==> config.mk <==
export PLATFORM = sky130hd
export DESIGN_NAME = pss_config_regs
export DESIGN_NICKNAME = d
export VERILOG_FILES = /design/src/shared/pss_pkg.sv /design/src/verilog/pss_config_regs.sv
export SDC_FILE = /design/constraint.sdc
export NUM_CORES = 1
export LEC_CHECK = 0
export ABC_AREA = 1
export BUFFER_PORTS_ARGS = -buffer_cell sky130_fd_sc_hd__buf_2
export CAP_MARGIN = 20
export CORE_ASPECT_RATIO = 1.2
export CORE_MARGIN = 5
export CORE_UTILIZATION = 30
export CTS_CLUSTER_DIAMETER = 100
export DETAILED_ROUTE_END_ITERATION = 6
export PLACE_DENSITY = 0.49
export SYNTH_ARGS = -nofsm -noshare
export SYNTH_HDL_FRONTEND = slang
export SYNTH_SLANG_ARGS = --single-unit
==> constraint.sdc <==
create_clock -name clk -period 26.5 [get_ports clk]
set_input_delay 3.975 -clock clk [delete_from_list [all_inputs] [get_ports clk]]
set_output_delay 3.975 -clock clk [all_outputs]
set_load 0.02 [all_outputs]
==> src/shared/pss_pkg.sv <==
package pss_pkg;
	// Command codes of the configuration commands.
	localparam logic [7:0] CMD_TEMPCO = 8'hdc;
	localparam logic [7:0] CMD_DT     = 8'hdd;
	localparam logic [7:0] CMD_DTCFG  = 8'hde;
	localparam logic [7:0] CMD_SEQ    = 8'he0;
	localparam logic [7:0] CMD_TRACK  = 8'he1;

	// Values after reset.
	localparam logic [7:0]  TEMPCO_RST = 8'h2c;
	localparam logic [15:0] DT_RST     = 16'h1018;
	localparam logic [15:0] DTCFG_RST  = 16'h8686;
	localparam logic [15:0] SEQ_RST    = 16'h0000;
	localparam logic [7:0]  TRACK_RST  = 8'h00;

	// Masks of the implemented bits; reserved bits are zero.
	localparam logic [15:0] SEQ_MASK   = 16'h9f9f;
	localparam logic [7:0]  TRACK_MASK = 8'h87;

	// Field positions.
	localparam int TEMP_SRC_BIT  = 7;
	localparam int CORR_FACTOR_W = 7;
	localparam int DT_MODE_BIT  = 7;
	localparam int DT_MIN_W     = 7;
	localparam int SEQ_EN_BIT   = 7;
	localparam int SEQ_ID_W     = 5;
	localparam int TRK_EN_BIT   = 7;
	localparam int TRK_HALF_BIT = 2;
	localparam int TRK_LIM_BIT  = 1;
	localparam int TRK_DOWN_BIT = 0;

	// Accepted span of a written dead time, in ns.
	localparam logic signed [7:0] DT_LOW_NS  = 8'shf1;
	localparam logic signed [7:0] DT_HIGH_NS = 8'sh3c;

	// Reference temperature and the 100 ppm scale of the factor.
	localparam logic signed [9:0]  REF_TEMP = 10'sh019;
	localparam logic signed [34:0] PPM_DIV  = 35'sh2710;

	// Output sequencing states.
	typedef enum logic [1:0] {
		PSS_OFF  = 2'h0,
		PSS_ON   = 2'h1,
		PSS_STOP = 2'h2
	} pss_rail_t;
endpackage

==> src/verilog/pss_config_regs.sv <==
`timescale 1ns/1ps
// Overview of operation
// - Protectable tempco byte, resets to 2Ch.
// - Bit7 clear selects internal temperature sensor.
// - Resistance is gain times one plus correction.
// - Correction applied negatively against positive coefficient.
// - Upper byte high-low, lower low-high, signed ns.
// - Positive means gap, negative means overlap.
// - Frozen runs written value between min and max.
// - Switching to frozen keeps last applied time.
// - Dead time resets 1018h, span -15 to 60.
// - Mode bits 15 and 7: adaptive or frozen.
// - Minimum fields in 2ns steps bound adaptive.
// - Mode config resets to 8686h.
// - Enable needs enable state and prequel power-good.
// - Sequel power-down starts delayed output turn-off.
// - Sequencing enables and rail IDs per byte.
// - Written sequencing overrides strap configuration.
// - Sequencing resets to 0000h; the strap applies until written.
// - Tracking bit7 enables, resets to 00h.
// - Bit2 selects 100 or 50 percent ratio.
// - Bit1 selects target or reference upper limit.
// - Bit0 allows downward following before power-good.
module pss_config_regs
	import pss_pkg::*;
(
	// Clock and reset.
	input  wire logic               clk,
	input  wire logic               reset_n,
	// Command port from the PMBus front end.
	input  wire logic [7:0]         cmdCode,
	input  wire logic               cmdWrite,
	input  wire logic               cmdRead,
	input  wire logic [15:0]        cmdWrData,
	input  wire logic               writeProtect,
	output logic      [15:0]        cmdRdData,
	output logic                    cmdRdValid,
	output logic                    cmdError,
	// Current sense temperature correction.
	input  wire logic [15:0]        currentSenseGain,
	input  wire logic signed [7:0]  internalTemp,
	input  wire logic signed [7:0]  externalTemp,
	output logic signed [17:0]      senseResistance,
	output logic signed [17:0]      correctedGain,
	// Dead time.
	input  wire logic signed [7:0]  adaptHlTime,
	input  wire logic signed [7:0]  adaptLhTime,
	input  wire logic signed [7:0]  hlUpperLimit,
	input  wire logic signed [7:0]  lhUpperLimit,
	output logic signed [7:0]       hlDeadTime,
	output logic signed [7:0]       lhDeadTime,
	output logic                    hlOverlap,
	output logic                    lhOverlap,
	// Sequencing over the inter-rail bus.
	input  wire logic               enablePin,
	input  wire logic [15:0]        strapSequence,
	input  wire logic               busEventValid,
	input  wire logic [4:0]         busEventId,
	input  wire logic               busPowerGood,
	input  wire logic               busPowerDown,
	input  wire logic [15:0]        turnOffDelay,
	output logic                    outputEnable,
	// Voltage tracking.
	input  wire logic [11:0]        followReferenceInput,
	input  wire logic [11:0]        targetVoltage,
	input  wire logic               powerGoodOutput,
	output logic [11:0]             trackSetpoint,
	output logic                    trackActive
);

	// Command registers.
	logic [7:0]  tempco;    // Temperature correction byte.
	logic [15:0] dtime;     // Written or frozen dead times.
	logic [15:0] dtCfg;     // Mode bits and minimums.
	logic [15:0] seqReg;    // Sequencing links.
	logic        seqWritten;// Host has written sequencing.
	logic [7:0]  track;     // Tracking configuration.

	// Pin synchronisers.
	logic [1:0]  enSync;
	logic [15:0] strapMeta;
	logic [15:0] strapSync;

	// Dead times in use, index 1 high-low and index 0 low-high.
	logic signed [7:0] dtApplied [2];
	logic              dtOver    [2];

	// Decoded write strobes.
	logic wrTempco;
	logic wrDt;
	logic wrDtCfg;
	logic wrSeq;
	logic wrTrack;

	assign wrTempco = cmdWrite && cmdCode == CMD_TEMPCO && !writeProtect;
	assign wrDt     = cmdWrite && cmdCode == CMD_DT;
	assign wrDtCfg  = cmdWrite && cmdCode == CMD_DTCFG;
	assign wrSeq    = cmdWrite && cmdCode == CMD_SEQ;
	assign wrTrack  = cmdWrite && cmdCode == CMD_TRACK;

	// Saturate a written dead time into the accepted span.
	function automatic logic [7:0] spanDt(input logic signed [7:0] v);
		logic signed [7:0] r;
		r = (v < DT_LOW_NS) ? DT_LOW_NS : v;
		if (r > DT_HIGH_NS) begin
			r = DT_HIGH_NS;
		end
		return r;
	endfunction

	// Clamp to a floor and a ceiling; the ceiling wins if they cross.
	function automatic logic signed [9:0] dtClamp(
		input logic signed [9:0] v,
		input logic signed [9:0] lo,
		input logic signed [9:0] hi
	);
		logic signed [9:0] r;
		r = (v < lo) ? lo : v;
		if (r > hi) begin
			r = hi;
		end
		return r;
	endfunction

	// Both pins cross from outside, so each passes two flops.
	always_ff @(posedge clk or negedge reset_n) begin
		if (!reset_n) begin
			enSync    <= 2'h0;
			strapMeta <= 16'h0000;
			strapSync <= 16'h0000;
		end else begin
			enSync    <= {enSync[0], enablePin};
			strapMeta <= strapSequence;
			strapSync <= strapMeta;
		end
	end

	// Temperature correction byte.
	always_ff @(posedge clk or negedge reset_n) begin
		if (!reset_n) begin
			tempco <= TEMPCO_RST;
		end else if (wrTempco) begin
			tempco <= cmdWrData[7:0];
		end
	end

	// Dead time word: host writes, or capture on a switch to frozen.
	always_ff @(posedge clk or negedge reset_n) begin
		if (!reset_n) begin
			dtime <= DT_RST;
		end else if (wrDt) begin
			dtime <= {spanDt(cmdWrData[15:8]), spanDt(cmdWrData[7:0])};
		end else if (wrDtCfg) begin
			for (int i = 0; i < 2; i++) begin
				// Freezing keeps the time last in use, not the old value.
				if (!dtCfg[i*8+DT_MODE_BIT] && cmdWrData[i*8+DT_MODE_BIT]) begin
					dtime[i*8 +: 8] <= dtApplied[i];
				end
			end
		end
	end

	// Dead time mode configuration.
	always_ff @(posedge clk or negedge reset_n) begin
		if (!reset_n) begin
			dtCfg <= DTCFG_RST;
		end else if (wrDtCfg) begin
			dtCfg <= cmdWrData;
		end
	end

	// Sequencing word; reserved bits are dropped on write.
	always_ff @(posedge clk or negedge reset_n) begin
		if (!reset_n) begin
			seqReg     <= SEQ_RST;
			seqWritten <= 1'b0;
		end else if (wrSeq) begin
			seqReg     <= cmdWrData & SEQ_MASK;
			seqWritten <= 1'b1;
		end
	end

	// Tracking byte; reserved bits are dropped on write.
	always_ff @(posedge clk or negedge reset_n) begin
		if (!reset_n) begin
			track <= TRACK_RST;
		end else if (wrTrack) begin
			track <= cmdWrData[7:0] & TRACK_MASK;
		end
	end

	// Read-back, with an error pulse for unknown codes.
	always_ff @(posedge clk or negedge reset_n) begin
		if (!reset_n) begin
			cmdRdData  <= 16'h0000;
			cmdRdValid <= 1'b0;
			cmdError   <= 1'b0;
		end else begin
			cmdRdValid <= cmdRead;
			cmdError   <= 1'b0;
			if (cmdRead) begin
				case (cmdCode)
					CMD_TEMPCO: cmdRdData <= {8'h00, tempco};
					CMD_DT:     cmdRdData <= dtime;
					CMD_DTCFG:  cmdRdData <= dtCfg;
					CMD_SEQ:    cmdRdData <= seqReg;
					CMD_TRACK:  cmdRdData <= {8'h00, track};
					default: begin
						cmdRdData <= 16'h0000;
						cmdError  <= 1'b1;
					end
				endcase
			end else if (cmdWrite) begin
				case (cmdCode)
					CMD_TEMPCO, CMD_DT, CMD_DTCFG, CMD_SEQ, CMD_TRACK: begin
						cmdError <= 1'b0;
					end
					default: cmdError <= 1'b1;
				endcase
			end
		end
	end

	// Temperature correction arithmetic.
	logic signed [7:0]  tempSel;
	logic signed [9:0]  tempDiff;
	logic signed [34:0] corrProduct;
	logic signed [34:0] corrDelta;
	logic signed [17:0] gainExt;

	assign tempSel  = tempco[TEMP_SRC_BIT] ? externalTemp : internalTemp;
	assign tempDiff = 10'(tempSel) - REF_TEMP;
	assign corrProduct = $signed({1'b0, currentSenseGain})
		* $signed({1'b0, tempco[CORR_FACTOR_W-1:0]}) * tempDiff;
	assign corrDelta = corrProduct / PPM_DIV;
	assign gainExt = $signed({2'h0, currentSenseGain});

	// Resistance follows the coefficient; gain is corrected against it.
	always_ff @(posedge clk or negedge reset_n) begin
		if (!reset_n) begin
			senseResistance <= 18'sh00000;
			correctedGain   <= 18'sh00000;
		end else begin
			senseResistance <= gainExt + corrDelta[17:0];
			correctedGain   <= gainExt - corrDelta[17:0];
		end
	end

	// One dead time channel per transition direction.
	logic signed [7:0] adaptArr [2];
	logic signed [7:0] upperArr [2];
	assign adaptArr[1] = adaptHlTime;
	assign adaptArr[0] = adaptLhTime;
	assign upperArr[1] = hlUpperLimit;
	assign upperArr[0] = lhUpperLimit;

	for (genvar g = 0; g < 2; g++) begin : gDt
		logic signed [9:0] lo;
		logic signed [9:0] hi;
		logic signed [9:0] src;
		logic signed [9:0] val;
		// Minimum is in 2 ns steps.
		assign lo  = $signed({2'h0, dtCfg[g*8 +: DT_MIN_W], 1'b0});
		assign hi  = 10'(upperArr[g]);
		assign src = dtCfg[g*8+DT_MODE_BIT] ? 10'($signed(dtime[g*8 +: 8]))
			: 10'(adaptArr[g]);
		assign val = dtClamp(src, lo, hi);

		// Registered time in use and its gap or overlap sense.
		always_ff @(posedge clk or negedge reset_n) begin
			if (!reset_n) begin
				dtApplied[g] <= DT_RST[g*8 +: 8];
				dtOver[g]    <= 1'b0;
			end else begin
				dtApplied[g] <= val[7:0];
				dtOver[g]    <= val[9];
			end
		end
	end

	assign hlDeadTime = dtApplied[1];
	assign lhDeadTime = dtApplied[0];
	assign hlOverlap  = dtOver[1];
	assign lhOverlap  = dtOver[0];

	// Effective sequencing: the strap applies until a host write.
	logic [15:0] seqEff;
	logic        preEn;
	logic        postEn;
	logic        preEvt;
	logic        postEvt;
	assign seqEff  = seqWritten ? seqReg : (strapSync & SEQ_MASK);
	assign preEn   = seqEff[8+SEQ_EN_BIT];
	assign postEn  = seqEff[SEQ_EN_BIT];
	assign preEvt  = busEventValid && busEventId == seqEff[8 +: SEQ_ID_W];
	assign postEvt = busEventValid && busEventId == seqEff[0 +: SEQ_ID_W];

	// Latched rail events; a good and a down event cancel each other.
	logic preGood;
	logic postDown;
	always_ff @(posedge clk or negedge reset_n) begin
		if (!reset_n) begin
			preGood  <= 1'b0;
			postDown <= 1'b0;
		end else begin
			if (preEvt && busPowerGood) begin
				preGood <= 1'b1;
			end else if (preEvt && busPowerDown) begin
				preGood <= 1'b0;
			end
			if (postEvt && busPowerDown) begin
				postDown <= 1'b1;
			end else if (postEvt && busPowerGood) begin
				postDown <= 1'b0;
			end
		end
	end

	// Output enable sequencer with turn-off delay.
	pss_rail_t   railState;
	logic [15:0] offCount;
	logic        startOk;
	logic        stopReq;
	assign startOk = enSync[1] && (!preEn || preGood) && !(postEn && postDown);
	assign stopReq = !enSync[1] || (postEn && postDown);

	always_ff @(posedge clk or negedge reset_n) begin
		if (!reset_n) begin
			railState    <= PSS_OFF;
			offCount     <= 16'h0000;
			outputEnable <= 1'b0;
		end else begin
			case (railState)
				PSS_OFF: begin
					if (startOk) begin
						railState    <= PSS_ON;
						outputEnable <= 1'b1;
					end
				end
				PSS_ON: begin
					if (stopReq) begin
						railState <= PSS_STOP;
						offCount  <= turnOffDelay;
					end
				end
				PSS_STOP: begin
					if (offCount == 16'h0000) begin
						railState    <= PSS_OFF;
						outputEnable <= 1'b0;
					end else begin
						offCount <= offCount - 16'h0001;
					end
				end
				default: begin
					railState    <= PSS_OFF;
					outputEnable <= 1'b0;
				end
			endcase
		end
	end

	// Tracking setpoint.
	logic [11:0] trkScaled;
	logic [11:0] trkLimit;
	logic [11:0] trkCand;
	assign trkScaled = track[TRK_HALF_BIT] ? {1'b0, followReferenceInput[11:1]}
		: followReferenceInput;
	assign trkLimit = track[TRK_LIM_BIT] ? followReferenceInput
		: targetVoltage;
	assign trkCand = (trkScaled < trkLimit) ? trkScaled : trkLimit;

	// Falling reference is ignored before power-good unless allowed.
	always_ff @(posedge clk or negedge reset_n) begin
		if (!reset_n) begin
			trackSetpoint <= 12'h000;
			trackActive   <= 1'b0;
		end else if (!track[TRK_EN_BIT]) begin
			trackSetpoint <= targetVoltage;
			trackActive   <= 1'b0;
		end else begin
			trackActive <= 1'b1;
			if (!(trkCand < trackSetpoint && !track[TRK_DOWN_BIT]
				&& !powerGoodOutput)) begin
				trackSetpoint <= trkCand;
			end
		end
	end
endmodule

### Yosys cells after proc, flatten, opt, wreduce, memory -nomap -nowiden

Index checks and enable logic that the tools add are counted.

| operators by class | value |
|---|---|
| $add $sub $neg | 4 |
| multipliers | 2 |
| div/mod/pow operators | 1 |
| order comparisons | 10 |
| equality and inequality tests | 14 |
| shift operators | 0 |
| mux-type cells | 40 |
| bitwise logic cells | 1 |
| reductions and logical operators | 43 |

Operator list:

| operator | count |
|---|---|
| $mux 16 | 5 |
| $pmux 16 s5 | 1 |
| $mux 10 | 6 |
| $mux 12 | 5 |
| $mux 8 | 7 |
| $eq 8x8->1 const B | 5 |
| $div 35x15->35 const B | 1 |
| $mul 24x9->33 | 1 |
| $pmux 16 s2 | 1 |
| $lt 12x12->1 | 2 |
| $mul 16x7->23 | 1 |
| $gt 10x8->1 | 2 |
| $lt 10x9->1 | 2 |
| $logic_and 1x1->1 | 19 |
| $add 16x18->18 | 1 |
| $sub 16x18->18 | 1 |
| $gt 8x7->1 const B | 2 |
| $logic_not 16->1 | 1 |
| $lt 8x5->1 const B | 2 |
| $sub 16x1->16 const B | 1 |
| $reduce_bool 2->1 | 6 |
| $eq 5x5->1 | 2 |
| $mux 1 | 10 |
| $ne 2x2->1 const B | 5 |
| other kinds (13) | 26 |

| word-level totals | value |
|---|---|
| register bits | 197 |
| bits in latches | 0 |
| memory bits (writable) | 0 |
| bits in read-only memories | 0 |
| input port bits | 159 |
| output and inout port bits | 86 |
| logic and storage cells | 141 |
| memories | 0 |

### Logic depth before layout (Yosys ltp)

Gate-level depths: netlist (run 1).

| logic depth | value |
|---|---|
| depth in word-level cells | 8 |
| depth in mapped cells | 226 |
| mapped depth without buffers | 218 |

### Least setup slack after synthesis (run 1)

No wires, ideal clock.

| path | value |
|---|---|
| path kind | input-to-reg |
| start point | input currentSenseGain[1] |
| end point | register correctedGain[17] |
| library setup time | 116 ps |
| arrival | 28,196 ps |
| required time | 26,384 ps |
| setup slack | -1,812 ps |
| stages on the path | 195 |
| buffers on the path | 13 |
| cell sequence | clkbuf_1 > nand2_1 > fa_1 > fa_1 > inv_1 > fa_1 > inv_1 > fa_1 > inv_1 > ha_1 > nand2_1 > nand2_1 > a21oi_1 > or2_2 > nand2_1 > a21oi_1 > o21ai_0 > inv_1 > (+159 left out) > nor2_1 > xnor2_1 > inv_1 > ha_1 > inv_1 > a21oi_1 > o31ai_1 > nand3_1 > nand2_1 > a221o_1 > a221o_1 > a221o_1 > a221o_1 > a221o_1 > nand2_1 > a21oi_1 > nand3_1 > nand2_1 |

| between the ends | value |
|---|---|
| cells in the longest elaborated chain, start to end | 4 |

RTL lines:

| element | line | source |
|---|---|---|
| from (decl) | pss_config_regs.sv:40 | `input wire logic [15:0] currentSenseGain,` |
| $mul 16x7->23 | pss_config_regs.sv:234 | `* $signed({1'b0, tempco[CORR_FACTOR_W-1:0]}) * tempDiff;` |
| $mul 24x9->33 | pss_config_regs.sv:234 |  |
| $div 35x15->35 | pss_config_regs.sv:235 | `assign corrDelta = corrProduct / PPM_DIV;` |
| $sub 16x18->18 (*) | pss_config_regs.sv:245 | `correctedGain <= gainExt - corrDelta[17:0];` |
| to (signal assigned) | pss_config_regs.sv:245 |  |
| to (decl) | pss_config_regs.sv:44 | `output logic signed [17:0] correctedGain,` |

Mark *: on every way between the ends. The rest lies on a longest branch, timed or not.
A chain may end at the register's enable or synchronous reset.

### Final worst setup path (run 1)

| path | value |
|---|---|
| start point | input currentSenseGain[3] |
| end point | register correctedGain[17] |

The elaborated chain is that of the path after synthesis.

==> summary.md, run 1 <==
| Metric | Value |
|---|---|
| Gr usage total | `~17%` |
| Largest cells by area after synthesis | `nand2_1 15%, fa_1 14%, dfrtp_1 14%, inv_1 9.4%, ha_1 8.9%` |
| Setup violations, final | `32` |
| Placed cell area | `approximately 40000 sq um` |
| Seq/Total Area, Yosys | `15.34%` |
| Final WS setup | `-2122 ps` |
| Vias per cell | `4.493` |
| Maximum clock insertion buffer count | `2` |
| Die height | `approximately 360 microns` |
| Most common cell after layout, fill and taps aside | `nand2_1` |
| Setup crit end kind | `flop` |
| Crit path arrival time | `28950 ps` |
| Worst r2r src | `tempco[1]$_DFFE_PN0P_` |
| Critical path's largest stage delay | `around 570 ps` |
| Ports | `approximately 250` |
| RSZ-0062 raised after global routing | `yes` |
| Area delta synth->final | `45.02%` |
| Syn nets | `between 5000 and 6000` |
| Synth Flop Type | `dfrtp_1` |
| Synth Area in Adders | `23.18%` |
| Post-synthesis register bit count | `188` |
| H-tree depth | `4` |
| Max-Slew Margin vs Limit | `between 40% and 50%` |
| Via count | `31539` |
| Grt total ovfl | `0` |
| Layout cells sized above 1 | `between 30% and 40%` |
| Status | `complete, but fails checks` |
| GP Congestion | `0.8773` |
| Total wire length | `98850 microns` |
| Initial Util | `between 30% and 40%` |
| Hold_buf cts | `0` |
| Pins Over Slew Limit | `0` |
| Mux cell area share after synthesis | `0.1707%` |
| IO buf count | `240` |
| Final nets | `about 6200` |
| Largest family of logic cells by synthesized area | `simple AND/OR/NAND/NOR gates` |
| Yosys warning total | `0` |
| Max Fclk | `~0.035 GHz` |
| Post-Synth XOR/XNOR Area | `3.804%` |
| Syn Area/Cell | `about 6.8 sq um` |
| Fillers | `about 11000` |
| Synth top area share | `between 10% and 20%` |
| DR iter-0 viols | `around 1200` |
| Synthesized instance count | `about 4500` |
| Drt pass-1 iters | `5` |
| Most frequent cells in the layout | `1099 x nand2_1, 838 x buf_4, 737 x inv_1` |
| Synth Area in Compound Gates | `approximately a tenth` |
| Die area | `about 110000 sq um` |
| Critical path's top delay family | `simple AND/OR/NAND/NOR gates` |
| Area share of and/or/nand/nor cells after synthesis | `36.04%` |
| WS Path Type | `input port to flop` |
| Routed Antenna Nets | `0` |
| Critical path's most frequent cell | `nand2_4` |
| Critical path fanouts, max | `7` |
| DP Worst Slack | `-3525 ps` |
| Chip width | `approximately 300 microns` |
| Core ar. | `between 100000 and 150000 sq um` |
| Crit path launch | `currentSenseGain[3]` |
| Number of global-route vias before repair | `~31000` |
| Largest net degree at the start of global routing | `75` |
| First-pass GRT wire length | `~160000 microns` |
| Minimum clock period | `between 20000 and 30000 ps` |
| WP buf/inv | `39` |
| CTS tree | `done` |
| Fin Setup TNS | `-36610 ps` |
| Final HPWL DP | `around 80000 microns` |
| Worst-path clk slew | `about 80 ps` |
| Clk sink count | `roughly 190` |
| Period utilization | `108.0%` |
| Slew at the pin closest to its max-slew limit | `between 800 and 900 ps` |
| Avg WL per Cell | `14.08 microns` |
| Worst setup SP type | `input port` |
| Hold slack | `around 350 ps` |
| Post-synth ARST share | `100.0%` |
| Design area | `around 45000 sq um` |
| Clk_skew | `between 15 and 20 ps` |
| Count of flip-flops with a built-in enable after synthesis | `0` |
| Slowest CP cell | `fa_1` |
| Hold/Removal Path Class | `flop to flop` |
| Distinct cells, synth | `76` |
| Clock root cell | `clkbuf_16` |
| Residual DRC count | `0` |
| Required @ worst endpoint | `around 27000 ps` |
| Hold Fails Final Rpt | `0` |
| Initial antenna violation count | `3` |
| # rows | `~130` |
| Synth area leader | `nand2_1` |
| Total CTS buffers | `17` |
| Max-cap viol count | `0` |
| Failing checks | `negative setup slack` |
| Clock latency on the worst-skew pair | `460 ps` |
| Hold Crit Start | `strapMeta[4]$_DFF_PN0_` |
| Mapped cell area | `between 30000 and 40000 sq um` |
-- area by class of cell --
class	count	area [sq um]	share of cell area, %
Inverter	840	3232	7.240
Timing Repair Buffer	1173	8775	19.66
Clock buffer	19	432.9	0.9698
Tap cell	1365	1708	3.826
Timing Repair inverter	1	8.758	0.01962
Sequential cell	188	4723	10.58
Antenna cell	6	15.01	0.03363
Clock inverter	13	127.6	0.2859
Multi-Input combinational cell	3414	25620	57.39
-- path summary, 6_finish.rpt --
kind                       cells after the start                           to  slack, ps
setup reg to reg                             190  correctedGain[17]$_DFF_PN0_        810
hold reg to reg                                0       strapSync[4]$_DFF_PN0_        350
min in group asynchronous                      1      hlDeadTime[0]$_DFF_PN0_       3530
setup / recovery                             194  correctedGain[17]$_DFF_PN0_      -2120
hold / removal                                 0       strapSync[4]$_DFF_PN0_        350
max in group asynchronous                      2     offCount[13]$_DFFE_PN0P_      21600
-- registers in the layout, indices dropped and copies added (netlist names), 2 cells and up --
name,cells
strapSync,12
tempco,8
dtime,16
senseResistance,17
cmdRdData,16
strapMeta,12
correctedGain,18
dtCfg,16
offCount,16
track,4
trackSetpoint,12
enSync,2
seqReg,12
railState,2
lhDeadTime,8
hlDeadTime,8
-- per-layer routing --
| layer | share of wire (%) | wire length (microns) | global-route usage (%) |
|---|---|---|---|
| met5 | 0 | 0 | 0 |
| met4 | 2.5 | 2428 | 3.990 |
| met3 | 2.5 | 2476 | 1.122 |
| met2 | 53 | 52470 | 33.02 |
| met1 | 42 | 41480 | 21.26 |
-- per-stage QoR --
stage / util (%) / std cells
2_1_floorplan: - / 4520
3_3_place_gp: 39.04 / 6813
3_5_place_dp: 39.04 / 6813
4_1_cts: 40.68 / 6898
5_1_grt: 43.88 / 7014
6_report: 43.90 / 7019
-- kinds of logic after synthesis --
kind of cell / count (synthesis)
AO/OA/AOI/OAI: 484
XOR/XNOR: 132
adder cells (fa/ha/maj): 439
buffers and inverters: 928
flip-flops: 188
multiplexers: 5
AND/OR/NAND/NOR: 2344
-- worst register-to-register path: cells and delay by family, from the launching register on --
family / cells / cell delay [ps]
buffers and inverters: 38 / 4360
AOI/OAI and AO/OA: 21 / 4310
and+or+nand+nor: 116 / 10560
adders and majority gates: 13 / 5200
DFF: 1 / 670
xor gates and xnor gates: 2 / 420
-- what timing repair did --
action                     4_1_cts  5_1_grt
gates cloned                     3        9
gates resized for setup        129      548
setup buffers                   50      118
setup endpoints to repair       35       35
pin swaps                       59      351
-- synthesized netlist by cell type (10+ instances only) --
cell and instances:
a21oi_1 118, a21oi_4 10, a31oi_1 31, clkbuf_1 65, clkinv_1 14, dfrtp_1 173, dfstp_2 15, fa_1 219
ha_1 220, inv_1 774, inv_2 40, nand2_1 1257, nand2_2 183, nand2_4 65, nand3_1 277, nand3_2 32
nand3b_1 11, nand4_1 49, nor2_1 322, nor2_2 57, nor2_4 29, nor3_1 28, o21ai_0 208, o21ai_1 14
o21bai_1 18, o22ai_1 16, o31ai_1 10, or2_2 11, xnor2_1 33, xor2_1 97
Power of run 1 is not shown: default switching activity piles up to over one toggle a cycle in this logic, so the estimate is an artifact.
==> run 2: changes to the inputs <==
TNS_END_PERCENT = 1   (was unset)
==> run 2 against run 1 <==
  * The flow still finishes with violations (negative setup slack)
  * Sequential share of layout area rose by 0.95 points
  * Flip-flop and latch count did not move
  * Critical endpoint unchanged
  * Clock-buffer cell count fell by 1
  * Critical path type unchanged
  * Setup slack got worse by 260 ps
==> summary.md, run 2 (synthesis results as in run 1) <==
| Metric | Value |
|---|---|
| Status | `complete, but fails checks` |
| Failing checks | `negative setup slack` |
| First-pass GRT wire length | `154100 microns (-1.3%)` |
| IO buf count | `240 (unchanged)` |
| Initial Util | `30.27% (unchanged)` |
| Fillers | `10867 (+3.2%)` |
| Most frequent cells in the layout | `1234 x nand2_1, 786 x buf_4, 769 x inv_1` |
| Period utilization | `109.0% (+0.99 points)` |
| Worst-path clk slew | `80 ps (about the same)` |
| # rows | `128 (unchanged)` |
| Slew at the pin closest to its max-slew limit | `938.0 ps (+61.00 ps)` |
| Pins Over Slew Limit | `0 (unchanged)` |
| Ports | `245 (unchanged)` |
| Initial antenna violation count | `3 (unchanged)` |
| Final WS setup | `-2385 ps (-263.6 ps)` |
| Non-Filler Instances | `6883 (-1.9%)` |
| WS Path Type | `input port to flop` |
| Max-Slew Margin vs Limit | `37.47% (-4.1 points)` |
| RSZ-0062 raised after global routing | `yes` |
| DP Worst Slack | `-3540 ps (-15.73 ps)` |
| Layout cells sized above 1 | `30.88% (-7.6 points)` |
| Max Fclk | `0.03462 GHz (-0.91%)` |
| H-tree depth | `4 (unchanged)` |
| Vias per cell | `4.472 (-0.48%)` |
| Hold_buf cts | `0 (unchanged)` |
| Via count | `30779 (-2.4%)` |
| Grt total ovfl | `0 (unchanged)` |
| Critical path's largest stage delay | `560 ps (about the same)` |
| CTS tree | `done` |
| Hold Fails Final Rpt | `0 (unchanged)` |
| Design area | `40960 sq um (-8.3%)` |
| Clock latency on the worst-skew pair | `460 ps (about the same)` |
| Setup violations, final | `34 (+6.3%)` |
| Worst setup SP type | `input port` |
| Final HPWL DP | `80990 microns (-1.1%)` |
| Required @ worst endpoint | `26860 ps (+30 ps)` |
| Area delta synth->final | `33.05%` |
| DR iter-0 viols | `1261 (+3.7%)` |
| Residual DRC count | `0 (unchanged)` |
| Clk_skew | `10.51 ps (-5.776 ps)` |
| Die area | `109100 sq um (unchanged)` |
| Total CTS buffers | `17 (unchanged)` |
| Avg WL per Cell | `13.62 microns (-3.3%)` |
| Max reg flops | `18 (unchanged)` |
| Inst Count DP | `6811 (-0.029%)` |
| Core ar. | `101700 sq um (unchanged)` |
| Maximum clock insertion buffer count | `2 (unchanged)` |
| Hold slack | `351.0 ps (-1.157 ps)` |
| Drt pass-1 iters | `6 (+1)` |
| Clk sink count | `188 (unchanged)` |
| Final nets | `6097 (-2.2%)` |
| Routed Antenna Nets | `0 (unchanged)` |
| Slowest CP cell | `fa_1` |
| Crit path arrival time | `29240 ps (+290 ps)` |
| Chip width | `302.4 microns (unchanged)` |
| Total wire length | `93760 microns (-5.1%)` |
| Clock root cell | `clkbuf_16` |
| Hold/Removal Path Class | `flop to flop` |
| Max-cap viol count | `0 (unchanged)` |
| Largest net degree at the start of global routing | `74 (-1.3%)` |
| Die height | `360.9 microns (unchanged)` |
| Minimum clock period | `28890 ps (+263.6 ps)` |
| Most common cell after layout, fill and taps aside | `nand2_1` |
| Top Registers | `correctedGain x18, senseResistance x17` |
| Critical path's most frequent cell | `nand2_1` |
| Reg with most FFs | `correctedGain` |
| GP Congestion | `0.8686 (-0.99%)` |
| Critical path fanouts, max | `14 (+7)` |
| Gr usage total | `17.04% (-0.30 points)` |
| Setup crit end kind | `flop` |
| Number of global-route vias before repair | `30594 (-1.8%)` |
| Placed cell area | `39360 sq um (-0.85%)` |
## run 2: area by class of cell
| type | count | area [sq um] | share of cell area, % |
|---|---|---|---|
| repair buffers | 1043 | 7445 | 18.18 |
| clock inverters | 14 | 175.2 | 0.4277 |
| clock buffers | 18 | 439.2 | 1.072 |
| multi-input cells | 3409 | 23260 | 56.78 |
| inverters | 840 | 3197 | 7.805 |
| diodes | 6 | 15.01 | 0.03666 |
| well taps | 1365 | 1708 | 4.170 |
| flip-flops and latches | 188 | 4723 | 11.53 |
## run 2: worst paths after layout
path                                                 to                    start  slack [ps]  depth (start not counted)
max                         correctedGain[17]$_DFF_PN0_      currentSenseGain[2]       -2390                        186
min                             strapSync[12]$_DFF_PN0_  strapMeta[12]$_DFF_PN0_         350                          0
max reg2reg                 correctedGain[17]$_DFF_PN0_    tempco[4]$_DFFE_PN0P_         690                        185
min reg2reg                     strapSync[12]$_DFF_PN0_  strapMeta[12]$_DFF_PN0_         350                          0
max in group asynchronous  senseResistance[1]$_DFF_PN0_                  reset_n       21710                          2
min in group asynchronous       hlDeadTime[1]$_DFF_PN0_                  reset_n        3470                          1
## run 2: worst max-delay path: cells and delay by family
kind	cells	cell delay, ps
AND/OR/NAND/NOR	116	11880
adder cells (fa/ha/maj)	13	5220
AO/OA/AOI/OAI	22	4130
buffers and inverters	32	3320
XOR/XNOR	3	610
## run 2: per-layer routing
layer / track usage [%] / routed length, microns
met4: 3.692 / 1888
met1: 21.07 / 40630
met2: 32.30 / 48890
met3: 1.158 / 2336
met5: 0 / 13
## run 2: timing repair
action | in CTS | in global routing
endpoints found under the setup margin | 34 | 35
setup buffers | 1 | 28
cloned | 0 | 5
gates resized for setup | 14 | 137
pin swaps | 3 | 78
## run 2: per-stage QoR
| step | setup TNS [ps] | util [%] |
|---|---|---|
| floorplan | -10100 | - |
| global placement | -78830 | 38.70 |
| detailed placement | -83360 | 38.70 |
| CTS | -62860 | 39.39 |
| global route | -111170 | 40.26 |
| finish | -40020 | 40.27 |
Power of run 2 is left out for the same reason.
